$ cat src/logic/hdlc_slot_pkg.sv
// ==========================================================================
// register map and field layout of the hdlc timeslot selector
// ==========================================================================
package hdlc_slot_pkg;

    localparam int ADDR_W = 8;
    localparam int DATA_W = 8;
    localparam int NUM_FRAMERS = 2;
    localparam int NUM_SLOTS = 24;
    localparam int SLOT_W = 5;
    localparam int BIT_IDX_W = 3;

    // receive mask registers sit just below the transmit control registers
    localparam logic [ADDR_W-1:0] RX_MASK_A_ADDR = 8'h91;
    localparam logic [ADDR_W-1:0] TX_CTRL_A_ADDR = 8'h92;
    localparam logic [ADDR_W-1:0] TX_MASK_A_ADDR = 8'h93;
    localparam logic [ADDR_W-1:0] RX_MASK_B_ADDR = 8'h95;
    localparam logic [ADDR_W-1:0] TX_CTRL_B_ADDR = 8'h96;
    localparam logic [ADDR_W-1:0] TX_MASK_B_ADDR = 8'h97;

    // fields of tx_slot_control
    localparam int TX_SLOT_HDLC_ENABLE_POS = 7;
    localparam int TX_SLOT_SELECT_MODE_POS = 5;
    localparam int TX_CHANNEL_NUM_MSB_POS = 4;
    localparam int TX_CHANNEL_NUM_LSB_POS = 0;
    // bit 6 is not assigned and always reads back as zero
    localparam logic [DATA_W-1:0] TX_CTRL_WMASK = 8'hbf;

    localparam logic [DATA_W-1:0] REG_RESET = 8'h00;
    localparam logic [DATA_W-1:0] UNMAPPED_READ = 8'h00;

endpackage : hdlc_slot_pkg

$ cat src/logic/hdlc_slot_gate.sv
`timescale 1ns/1ns
// ==========================================================================
// per-framer decision: does the current ds0 bit belong to the hdlc stream
// ==========================================================================
module hdlc_slot_gate (
    input wire logic [hdlc_slot_pkg::DATA_W-1:0] tx_ctrl,
    input wire logic [hdlc_slot_pkg::DATA_W-1:0] tx_mask,
    input wire logic [hdlc_slot_pkg::DATA_W-1:0] rx_mask,
    input wire logic [hdlc_slot_pkg::SLOT_W-1:0] tx_slot,
    input wire logic [hdlc_slot_pkg::BIT_IDX_W-1:0] tx_bit,
    input wire logic tx_block_flag,
    input wire logic [hdlc_slot_pkg::BIT_IDX_W-1:0] rx_bit,
    input wire logic rx_slot_sel,
    output logic tx_use,
    output logic rx_use
);

    // index k of a mask register guards ds0 bit k+1; a set bit keeps it out
    function automatic logic bit_free(input logic [hdlc_slot_pkg::DATA_W-1:0] mask,
                                      input logic [hdlc_slot_pkg::BIT_IDX_W-1:0] idx);
        bit_free = !mask[idx];
    endfunction : bit_free

    logic tx_enable;
    logic tx_block_mode;
    logic [hdlc_slot_pkg::SLOT_W-1:0] tx_channel_num;
    logic tx_slot_hit;

    // slot choice: single numbered channel or the channel-block flags
    always_comb begin
        tx_enable = tx_ctrl[hdlc_slot_pkg::TX_SLOT_HDLC_ENABLE_POS];
        tx_block_mode = tx_ctrl[hdlc_slot_pkg::TX_SLOT_SELECT_MODE_POS];
        tx_channel_num = tx_ctrl[hdlc_slot_pkg::TX_CHANNEL_NUM_MSB_POS:
                                 hdlc_slot_pkg::TX_CHANNEL_NUM_LSB_POS];
        tx_slot_hit = tx_block_mode ? tx_block_flag : (tx_slot == tx_channel_num);
        tx_use = tx_enable && tx_slot_hit && bit_free(tx_mask, tx_bit); // see
        rx_use = rx_slot_sel && bit_free(rx_mask, rx_bit);
    end

endmodule : hdlc_slot_gate

$ cat src/logic/hdlc_ds0_channel_select.sv
`timescale 1ns/1ns
// Summary of operation
// tx enable bit set routes transmit hdlc data into ds0 slots, not data link
// mode 0 uses the 5-bit channel number; mode 1 uses channel-block flags
// tx mask bit 7..0 covers ds0 bits 8..1; a one keeps that bit from hdlc
// rx mask register excludes ds0 bits from receive hdlc the same way
// hdlc stream uses only unmasked bits in order, pausing across masked ones
module hdlc_ds0_channel_select #(
    parameter int NUM_SLOTS = hdlc_slot_pkg::NUM_SLOTS
) (
    input wire logic clk,
    input wire logic rst_b,
    input wire logic [hdlc_slot_pkg::ADDR_W-1:0] addr,
    input wire logic wr,
    input wire logic rd,
    input wire logic [hdlc_slot_pkg::DATA_W-1:0] wdata,
    output logic [hdlc_slot_pkg::DATA_W-1:0] rdata,
    input wire logic [hdlc_slot_pkg::NUM_FRAMERS-1:0][NUM_SLOTS-1:0] tx_chan_block,
    input wire logic [hdlc_slot_pkg::NUM_FRAMERS-1:0][hdlc_slot_pkg::SLOT_W-1:0] tx_slot,
    input wire logic [hdlc_slot_pkg::NUM_FRAMERS-1:0][hdlc_slot_pkg::BIT_IDX_W-1:0] tx_bit,
    input wire logic [hdlc_slot_pkg::NUM_FRAMERS-1:0] tx_line_bit,
    input wire logic [hdlc_slot_pkg::NUM_FRAMERS-1:0] tx_hdlc_bit,
    output logic [hdlc_slot_pkg::NUM_FRAMERS-1:0] tx_out_bit,
    output logic [hdlc_slot_pkg::NUM_FRAMERS-1:0] tx_hdlc_take,
    input wire logic [hdlc_slot_pkg::NUM_FRAMERS-1:0] rx_slot_sel,
    input wire logic [hdlc_slot_pkg::NUM_FRAMERS-1:0][hdlc_slot_pkg::BIT_IDX_W-1:0] rx_bit,
    input wire logic [hdlc_slot_pkg::NUM_FRAMERS-1:0] rx_line_bit,
    output logic [hdlc_slot_pkg::NUM_FRAMERS-1:0] rx_hdlc_bit,
    output logic [hdlc_slot_pkg::NUM_FRAMERS-1:0] rx_hdlc_take
);

    localparam int NF = hdlc_slot_pkg::NUM_FRAMERS;
    localparam int DW = hdlc_slot_pkg::DATA_W;

    typedef struct packed {
        logic [NF-1:0][DW-1:0] tx_ctrl;
        logic [NF-1:0][DW-1:0] tx_mask;
        logic [NF-1:0][DW-1:0] rx_mask;
        logic [DW-1:0] rdata;
        logic [NF-1:0] tx_out;
        logic [NF-1:0] tx_take;
        logic [NF-1:0] rx_data;
        logic [NF-1:0] rx_take;
    } state_t;

    // ======================================================================
    // reset release
    // ======================================================================
    logic [1:0] rst_sync_r;
    logic rst_q_b;

    // async assert, two-flop release so every flop leaves reset together
    always_ff @(posedge clk or negedge rst_b) begin
        if (!rst_b) begin
            rst_sync_r <= 2'h0;
        end else begin
            rst_sync_r <= {rst_sync_r[0], 1'b1};
        end
    end
    assign rst_q_b = rst_sync_r[1];

    // ======================================================================
    // slot decision per framer
    // ======================================================================
    state_t st_r;
    state_t st_nxt;
    logic [NF-1:0] tx_use;
    logic [NF-1:0] rx_use;
    logic [NF-1:0] tx_block_flag;

    // a slot number beyond the frame never matches a channel-block flag
    function automatic logic block_flag(input logic [NUM_SLOTS-1:0] flags,
                                        input logic [hdlc_slot_pkg::SLOT_W-1:0] slot);
        block_flag = 1'b0;
        for (int i = 0; i < NUM_SLOTS; i++) begin
            if (slot == i[hdlc_slot_pkg::SLOT_W-1:0]) begin
                block_flag = flags[i];
            end
        end
    endfunction : block_flag

    for (genvar f = 0; f < NF; f++) begin : g_gate
        assign tx_block_flag[f] = block_flag(tx_chan_block[f], tx_slot[f]);
        hdlc_slot_gate u_gate (
            .tx_ctrl(st_r.tx_ctrl[f]),
            .tx_mask(st_r.tx_mask[f]),
            .rx_mask(st_r.rx_mask[f]),
            .tx_slot(tx_slot[f]),
            .tx_bit(tx_bit[f]),
            .tx_block_flag(tx_block_flag[f]),
            .rx_bit(rx_bit[f]),
            .rx_slot_sel(rx_slot_sel[f]),
            .tx_use(tx_use[f]),
            .rx_use(rx_use[f])
        );
    end

    // ======================================================================
    // register port and bit routing
    // ======================================================================
    // reads return the value held before a same-cycle write
    always_comb begin
        st_nxt = st_r;
        if (wr) begin
            unique case (addr)
                hdlc_slot_pkg::TX_CTRL_A_ADDR:
                    st_nxt.tx_ctrl[0] = wdata & hdlc_slot_pkg::TX_CTRL_WMASK;
                hdlc_slot_pkg::TX_CTRL_B_ADDR:
                    st_nxt.tx_ctrl[1] = wdata & hdlc_slot_pkg::TX_CTRL_WMASK;
                hdlc_slot_pkg::TX_MASK_A_ADDR: st_nxt.tx_mask[0] = wdata;
                hdlc_slot_pkg::TX_MASK_B_ADDR: st_nxt.tx_mask[1] = wdata;
                hdlc_slot_pkg::RX_MASK_A_ADDR: st_nxt.rx_mask[0] = wdata;
                hdlc_slot_pkg::RX_MASK_B_ADDR: st_nxt.rx_mask[1] = wdata;
                default: ; // unmapped writes are dropped
            endcase
        end
        if (rd) begin
            unique case (addr)
                hdlc_slot_pkg::TX_CTRL_A_ADDR: st_nxt.rdata = st_r.tx_ctrl[0];
                hdlc_slot_pkg::TX_CTRL_B_ADDR: st_nxt.rdata = st_r.tx_ctrl[1];
                hdlc_slot_pkg::TX_MASK_A_ADDR: st_nxt.rdata = st_r.tx_mask[0];
                hdlc_slot_pkg::TX_MASK_B_ADDR: st_nxt.rdata = st_r.tx_mask[1];
                hdlc_slot_pkg::RX_MASK_A_ADDR: st_nxt.rdata = st_r.rx_mask[0];
                hdlc_slot_pkg::RX_MASK_B_ADDR: st_nxt.rdata = st_r.rx_mask[1];
                default: st_nxt.rdata = hdlc_slot_pkg::UNMAPPED_READ;
            endcase
        end
        // masked or unselected bits keep line data; hdlc only advances on take
        for (int f = 0; f < NF; f++) begin
            st_nxt.tx_out[f] = tx_use[f] ? tx_hdlc_bit[f] : tx_line_bit[f]; // see
            st_nxt.tx_take[f] = tx_use[f];
            st_nxt.rx_data[f] = rx_line_bit[f];
            st_nxt.rx_take[f] = rx_use[f]; // see
        end
    end

    // every output is a flop of the state struct
    always_ff @(posedge clk or negedge rst_q_b) begin
        if (!rst_q_b) begin
            st_r <= '{tx_ctrl: {NF{hdlc_slot_pkg::REG_RESET}},
                      tx_mask: {NF{hdlc_slot_pkg::REG_RESET}},
                      rx_mask: {NF{hdlc_slot_pkg::REG_RESET}},
                      rdata: hdlc_slot_pkg::REG_RESET,
                      default: '0};
        end else begin
            st_r <= st_nxt;
        end
    end

    assign rdata = st_r.rdata;
    assign tx_out_bit = st_r.tx_out;
    assign tx_hdlc_take = st_r.tx_take;
    assign rx_hdlc_bit = st_r.rx_data;
    assign rx_hdlc_take = st_r.rx_take;
endmodule : hdlc_ds0_channel_select

$ cat config.mk
export PLATFORM = sky130hd
export DESIGN_NAME = hdlc_ds0_channel_select
export DESIGN_NICKNAME = d
export VERILOG_FILES = /design/src/logic/hdlc_slot_pkg.sv /design/src/logic/hdlc_slot_gate.sv /design/src/logic/hdlc_ds0_channel_select.sv
export SDC_FILE = /design/constraint.sdc
export NUM_CORES = 1
export LEC_CHECK = 0
export ABC_AREA = 1
export BUFFER_PORTS_ARGS = -buffer_cell sky130_fd_sc_hd__buf_2
export CELL_PAD_IN_SITES_DETAIL_PLACEMENT = 2
export CELL_PAD_IN_SITES_GLOBAL_PLACEMENT = 2
export CORE_MARGIN = 2
export CORE_UTILIZATION = 30
export CTS_CLUSTER_SIZE = 30
export DETAILED_ROUTE_END_ITERATION = 8
export GPL_TIMING_DRIVEN = 0
export HOLD_SLACK_MARGIN = 0.02
export PLACE_DENSITY = 0.88
export SYNTH_ARGS = -nofsm -noshare
export SYNTH_HDL_FRONTEND = slang
export SYNTH_SLANG_ARGS = --single-unit
export TNS_END_PERCENT = 10
$ cat constraint.sdc
create_clock -name clk -period 4.6 [get_ports clk]
set_input_delay 1.38 -clock clk [delete_from_list [all_inputs] [get_ports clk]]
set_output_delay 1.38 -clock clk [all_outputs]
set_load 0.05 [all_outputs]
==> metrics.md, run 1 <==
| Metric | Value |
|---|---|
| Filler Cell Count | 1560 |
| CP Data Arrival Time | 3560 ps |
| DR DRC count | 0 |
| Worst slew margin | 0.304 |
| Switching power | 0.426 mW |
| Placed wire-length estimate | between 10 and 15 mm |
| Mapped Nets | 630 |
| Setup crit end kind | register |
| Ys flop type | dfrtp_1 |
| Die H | 117 µm |
| Avg Inst Size Synth | ~7 µm² |
| Number of I/O pins | about 110 |
| Synthesized instance count | 532 |
| Synth Cell Area | 3800 µm² |
| Post-cts resize count | 0 |
| Port Buffers | approximately 110 |
| Sequential fraction of the synthesis area | 0.421 |
| Pwr dens | 303 nW/µm² |
| DRT iter0 DRCs | 207 |
| Setup Skew | ~5.5 ps |
| Placed cell area | 4600 µm² |
| RR Startpoint | st_r[60] |
| Syn-to-layout area delta | 27.9% |
| Site row count | 41 |
| Total power | 1.47 mW |
| TritonCTS buffer count | 9 |
| DIE AREA | 13600 µm² |
| Antenna viol nets, final | 0 |
| CTS H-tree depth | 3 |
| Reg area | 1600 µm² |
| Max frequency | 301 MHz |
| CTS tree | built |
| Worst slew pin tran | ~1000 ps |
| WL/cell | ~18 µm |
| Yosys warning count | 0 |
| Final worst path period share | 0.723 |
| Clock Sinks | between 60 and 70 |
| Setup Buffers After CTS | 0 |
| Final Max Tran Viols | 0 |
| Final setup vio count | 0 |
| Yosys cell types | 31 |
| CORE AREA | 12500 µm² |
| Layout cells sized above 1 | 0.230 |
| GR Overflow Total | 0 |
| Crit path time final | 3330 ps |
| Count of flip-flops with a built-in enable after synthesis | 0 |
| Seq pwr share | 0.422 |
| Crit path from | addr[5] |
| Placer Congestion | 0.830 |
| DRT Pass-1 Iters | 6 |
| Maximum number of pins on one net before global-route repair | 40 |
| Setup_tns | 0 ps |
| HP Class | register to async pin |
| Area share of the largest cell type after synthesis | 0.421 |
| Yosys reg bits | 64 |
| Hold_buf cts | 0 |
| Vias in the first global route | 4536 |
| Static Leak | 2.45 nW |
| Critical Path RT | between 4000 and 5000 ps |
| ANT cells | 0 |
| First-pass GRT wire length | 23.1 mm |
| Top-count cell post-synth | nand2_1 |
| Crit Path Class | primary input to register |
| Critical Path Fanout Max | 10 |
| Fin nets | between 700 and 800 |
| Starting density of the core | 0.304 |
| Root Buffer | clkbuf_16 |
| Post-DR vias/cell | just over 5 |
| Hold WS | 270 ps |
| Top cell type by total area after synthesis | dfrtp_1 |
| Clock Path Buffers | 2 |
| Antenna violations before repair | 0 |
| Worst slack at placement | 1060 ps |
| Hold Violations, Final | 0 |
| Synth cell count leaders | 159 x nand2_1, 79 x inv_1, 64 x dfrtp_1 |
| Sw Share | 0.289 |
| Drt total wl | 14.8 mm |
| Worst skew pair latency | approximately 330 ps |
| GRT Overall Usage | 0.223 |
| Final WS setup | 1270 ps |
| Comb power frac | 0.153 |
| Crit path launch type | primary input |
| Clock transition at the registers of the reported paths | 50 ps |
| RSZ-0062 raised after global routing | false |
| Area of the multi-input gates | 1860 µm² |
| Outcome | finished, final reports clean |
| Design area | 4860 µm² |
| Max_cap viols | 0 |
| Power share of the clock group | 0.426 |
| Pint | 1.05 mW |
| Via count | 4205 |
| Die W | 117 µm |
| Synth top area cells | dfrtp_1 42%, nand2_1 16%, inv_1 7.8% |
| Worst vdd ir | 0.216 mV |
| FFs w/ async S/R, synth | 1.00 |
-- cells by family after synthesis --
kind of cell / synth area share
xor gates and xnor gates: 0.0115
DFF: 0.421
other: 0.000986
and+or+nand+nor: 0.289
AOI/OAI and AO/OA: 0.187
buffers and inverters: 0.0905
-- cell usage in the layout, fill, tap and decap left out, types with 2 or more instances in the layout --
cell / instances
nand2_1: 159
buf_2: 113
inv_1: 79
dfrtp_1: 63
o21ai_0: 57
nor2_1: 30
nand3_1: 23
a21oi_1: 20
a221oi_1: 14
nand4_1: 13
nor3_1: 11
clkbuf_1: 10
clkbuf_16: 9
or2_2: 8
a31o_2: 6
xor2_1: 5
a22o_1: 5
nor2_2: 4
inv_2: 3
nor2_4: 3
o21ai_1: 2
or2_0: 2
or3_1: 2
a32o_1: 2
a32oi_1: 2
o2111a_1: 2
o22ai_1: 2
clkinv_2: 2
-- stage by stage --
step | cells | util
global placement | 815 | 0.365
finish | 832 | 0.389
CTS | 832 | 0.389
floorplan | 532 | -
detailed placement | 816 | 0.367
global route | 832 | 0.389
-- metal layers --
layer,wire [µm],vias up,global-route usage
li1,-,2005,-
met5,0,-,0
met1,6070,2062,0.254
met4,496,0,0.104
met3,536,35,0.0374
met2,7740,103,0.405
-- critical path: stages --
cell and delay, ps:
buf_2 100, nor2_1 90, and3_1 150, inv_1 120
nor3_1 820, nand2_1 340, clkbuf_1 300, o21ai_0 260
-- power by group through the flow --
stage	sequential (mW)	combinational [mW]	clock, mW
after floorplan	0.649	0.0925	0
after global placement	0.634	0.203	0
after detailed placement	0.629	0.225	0
after CTS	0.620	0.228	0.634
after global routing	0.624	0.251	0.659
final	0.621	0.225	0.627
-- cell type report --
class	instances	area share
plain buffers	9	0.00746
clock buffers	13	0.0515
clock inverters	3	0.00360
inverters	82	0.0633
multi-input cells	377	0.382
flip-flops and latches	64	0.330
well taps	172	0.0443
repair buffers	112	0.118
-- sequential cells by signal (all words and copies together) (netlist names) --
signal and count:
st_r 46, rx_hdlc_bit 2, rdata 8, rx_hdlc_take 2, tx_out_bit 2, tx_hdlc_take 2, rst_sync_r 2
-- final timing paths --
check	to	slack, ps	cells past startpoint
max	st_r[59]	1270	8
min	st_r[44]	270	0
max reg2reg	tx_out_bit[1]	2880	6
min reg2reg	st_r[44]	270	0
max in group asynchronous	rst_sync_r[1]	3670	1
min in group clk	rst_sync_r[1]	360	0
Note: power is estimated with default switching activity, not from simulation.
==> inputs of run 2 (changes only) <==
--- a/config.mk
+++ b/config.mk
@@ -5,7 +5,7 @@
 export SDC_FILE = /design/constraint.sdc
 export NUM_CORES = 1
 export LEC_CHECK = 0
-export ABC_AREA = 1
+export ABC_AREA = 0
 export BUFFER_PORTS_ARGS = -buffer_cell sky130_fd_sc_hd__buf_2
 export CELL_PAD_IN_SITES_DETAIL_PLACEMENT = 2
 export CELL_PAD_IN_SITES_GLOBAL_PLACEMENT = 2
@@ -15,7 +15,7 @@
 export DETAILED_ROUTE_END_ITERATION = 8
 export GPL_TIMING_DRIVEN = 0
 export HOLD_SLACK_MARGIN = 0.02
-export PLACE_DENSITY = 0.88
+export PLACE_DENSITY = 0.8
 export SYNTH_ARGS = -nofsm -noshare
 export SYNTH_HDL_FRONTEND = slang
 export SYNTH_SLANG_ARGS = --single-unit
==> constraint.sdc (replaced) <==
create_clock -name clk -period 3 [get_ports clk]
set_input_delay 0.9 -clock clk [delete_from_list [all_inputs] [get_ports clk]]
set_output_delay 0.9 -clock clk [all_outputs]
set_load 0.05 [all_outputs]
==> run 2 against run 1 <==
Sequential power increased by 53%. Critical path depth down 2. Largest power group unchanged. Clock skew up 1.3 ps. Critical path type unchanged. Utilization rose by 0.27 points. Synthesized cell count is 38% lower. Combinational power grew 56%. Clock power rose by 58%. Flip-flop and latch count stayed put. Worst setup slack got worse by 750 ps. Non-clock buffer count rose by 6. Largest cell class unchanged. Count of clock-buffer cells in the layout shrank 3.
==> metrics.md, run 2 <==
| Metric | Value |
|---|---|
| Final worst path period share | 0.825 |
| Final setup vio count | 0 (unchanged) |
| Antenna violations before repair | 0 (unchanged) |
| Via count | 3293 (-22%) |
| Yosys cell types | 62 (+100%) |
| CTS H-tree depth | 3 (unchanged) |
| Die W | 118 µm (+0.93%) |
| Max frequency | between 400 and 500 MHz |
| CTS tree | built |
| Port Buffers | 108 (-2.7%) |
| Synth Area in XOR/XNOR | 0.0248 (+0.0133) |
| Synthesized instance count | 329 (-38%) |
| Max_cap viols | 0 (unchanged) |
| Hold Violations, Final | 0 (unchanged) |
| TritonCTS buffer count | 9 (unchanged) |
| Yosys reg bits | 64 (unchanged) |
| Placed wire-length estimate | 9.98 mm (-13%) |
| DR DRC count | 0 (unchanged) |
| Fin nets | 547 (-27%) |
| Synth top area cells | dfrtp_1 41%, mux2_2 15%, mux4_2 8.7% |
| Post-cts resize count | 0 (unchanged) |
| Commonest non-fill, non-tap cell in the layout | buf_2 |
| Synth Cell Area | 3880 µm² (+1.9%) |
| Maximum number of pins on one net before global-route repair | 39 (-2.5%) |
| Top-count cell post-synth | dfrtp_1 |
| Largest family of logic cells by synthesized area | multiplexers |
| Yosys warning count | 0 (unchanged) |
| Max incr delay on CP | 520 ps (-300 ps) |
| Clock Path Buffers | 2 (unchanged) |
| Die H | 118 µm (+0.93%) |
| Crit path time final | about 2500 ps |
| CORE AREA | 12600 µm² (+0.82%) |
| ANT cells | 0 (unchanged) |
| Synth Area in Compound Gates | 0.106 (-0.0807) |
| Clock Sinks | 64 (unchanged) |
| Setup Skew | 6.79 ps (+1.32 ps) |
| Hold_buf cts | 0 (unchanged) |
| Crit path launch type | primary input |
| First-pass GRT wire length | 21.0 mm (-9.2%) |
| Post-synthesis mux area share | 0.262 (+0.262) |
| DIE AREA | 13800 µm² (+1.9%) |
| Crit Path Class | primary input to register |
| Filler Cell Count | 1373 (-12%) |
| Reg area | 1600 µm² (unchanged) |
| Synth cell count leaders | 64 x dfrtp_1, 50 x mux2_2, 16 x nor2_1 |
| Critical Path RT | 3220 ps (-1610 ps) |
| Avg Inst Size Synth | 11.8 µm² (+65%) |
| Setup crit end kind | register |
| Area share of the largest cell type after synthesis | 0.413 (-0.00802) |
| Ys flop type | dfrtp_1 |
| Setup_tns | 0 ps (unchanged) |
| Top cell type by total area after synthesis | dfrtp_1 |
| Max FFs per register | 46 (unchanged) |
| Reg with most FFs | st_r |
| GRT Overall Usage | 0.195 (-0.0278) |
| Root Buffer | clkbuf_16 |
| RSZ-0062 raised after global routing | false |
| DRT iter0 DRCs | 115 (-44%) |
| Antenna viol nets, final | 0 (unchanged) |
| Starting density of the core | 0.307 (+0.00338) |
| Placed Instances | 610 (-25%) |
| Worst skew pair latency | 340 ps (about the same) |
| Number of I/O pins | 114 (unchanged) |
| Commonest cells after routing, fill and taps aside | 114 x buf_2, 63 x dfrtp_1, 50 x mux2_2 |
| Mapped Nets | 427 (-32%) |
| Sequential fraction of the synthesis area | 0.413 (-0.00802) |
| Area of the multi-input gates | 2140 µm² (+15%) |
| Syn-to-layout area delta | 27.3% |
| FFs w/ async S/R, synth | 1.00 (unchanged) |
| CP cell instances | buf_2 > nor4b_2 > nand3b_1 > nor3b_2 > nand2_1 > mux2_2 |
| Setup Buffers After CTS | 0 (unchanged) |
| Total power | 2.29 mW (+56%) |
| CP Data Arrival Time | 2690 ps (-870 ps) |
| Critical Path Fanout Max | 8 (-2) |
| Adder-Cell Fraction of Synth Area | 0 (unchanged) |
| Site row count | 41 (unchanged) |
| DRT Pass-1 Iters | 4 (-2) |
| Slowest cell on crit path | nor3b_2 |
| Worst vdd ir | 0.248 mV (+15%) |
| Outcome | finished, final reports clean |
| Worst slew margin | 0.413 (+0.109) |
| Final Max Tran Viols | 0 (unchanged) |
| Vias in the first global route | 3797 (-16%) |
| CP bufs+invs | 1 (-2) |
| Placer Congestion | 0.819 (-1.4%) |
| GR Overflow Total | 0 (unchanged) |
| HP Class | primary input to async pin |
| Worst slew pin tran | 881 ps (-155 ps) |
| Layout cells sized above 1 | 0.478 (+0.248) |
| Count of flip-flops with a built-in enable after synthesis | 0 (unchanged) |
| Fin cells | 626 (-25%) |
| Static Leak | 2.28 nW (-7.0%) |
| Post-DR vias/cell | 5.26 (+4.1%) |
| Clock transition at the registers of the reported paths | 60 ps (about the same) |
| Synth Area in Simple Gates | 0.157 (-0.132) |
| Pwr dens | 464 nW/µm² (+53%) |
| Drt total wl | 12.9 mm (-13%) |
| CP top delay family | simple AND/OR/NAND/NOR gates |
| WL/cell | 20.6 µm (+16%) |
==> run 2: cell types whose count changed after synthesis, moves of 12 or more <==
cell,before,now
o21ai_0,57,8
inv_1,79,8
a221oi_1,14,0
nor2_1,30,16
a21oi_1,20,8
nand3_1,23,10
mux4_2,0,15
nand2_1,159,10
mux2_2,0,50
==> run 2: through the flow <==
stage               cell area [µm²]   util  setup slack, ps  hold WS [ps]
CTS                            4940  0.391              500           324
finish                         4940  0.391              525           333
detailed placement             4650  0.369              162           336
global route                   4940  0.391              396           324
global placement               4630  0.367              237           338
floorplan                      3880      -              551           331
==> run 2: logic make-up after synthesis <==
kind of cell    after synthesis
simple gates                 97
mux                          76
flops                        64
compound gates               54
buf+inv                      26
xor+xnor                     11
other cells                   1
==> run 2: final timing paths <==
path                               startpoint       endpoint  slack [ps]  cells past startpoint
worst min register to register  rst_sync_r[0]  rst_sync_r[1]         360                      0
worst min-delay path                    rst_b  rst_sync_r[0]         330                      1
max in group asynchronous       rst_sync_r[1]       st_r[50]        1970                      1
min in group clk                rst_sync_r[0]  rst_sync_r[1]         360                      0
worst max register to register       st_r[33]  tx_out_bit[0]         870                      5
worst max-delay path                  addr[3]       st_r[53]         530                      6
==> run 2: area by class of cell <==
class                   instances  share of cell area
multi-input cells             239               0.433
flip-flops and latches         64               0.325
repair buffers                109               0.114
clock buffers                  10              0.0484
well taps                     172              0.0436
plain buffers                  18              0.0220
clock inverters                 6             0.00887
inverters                       8             0.00608
==> run 2: routing by layer <==
layer / wire [µm] / global-route usage / part of all wire
met5: 0 / 0 / 0
met4: 119 / 0.0452 / 0.0092
met3: 578 / 0.0431 / 0.045
met2: 6700 / 0.342 / 0.52
met1: 5510 / 0.244 / 0.43
==> run 2: report_power, final <==
part / leakage, nW / internal [mW] / switching, mW
sequential: 0.857 / 0.905 / 0.0471
clock: 0.127 / 0.582 / 0.408
combinational: 1.29 / 0.160 / 0.190
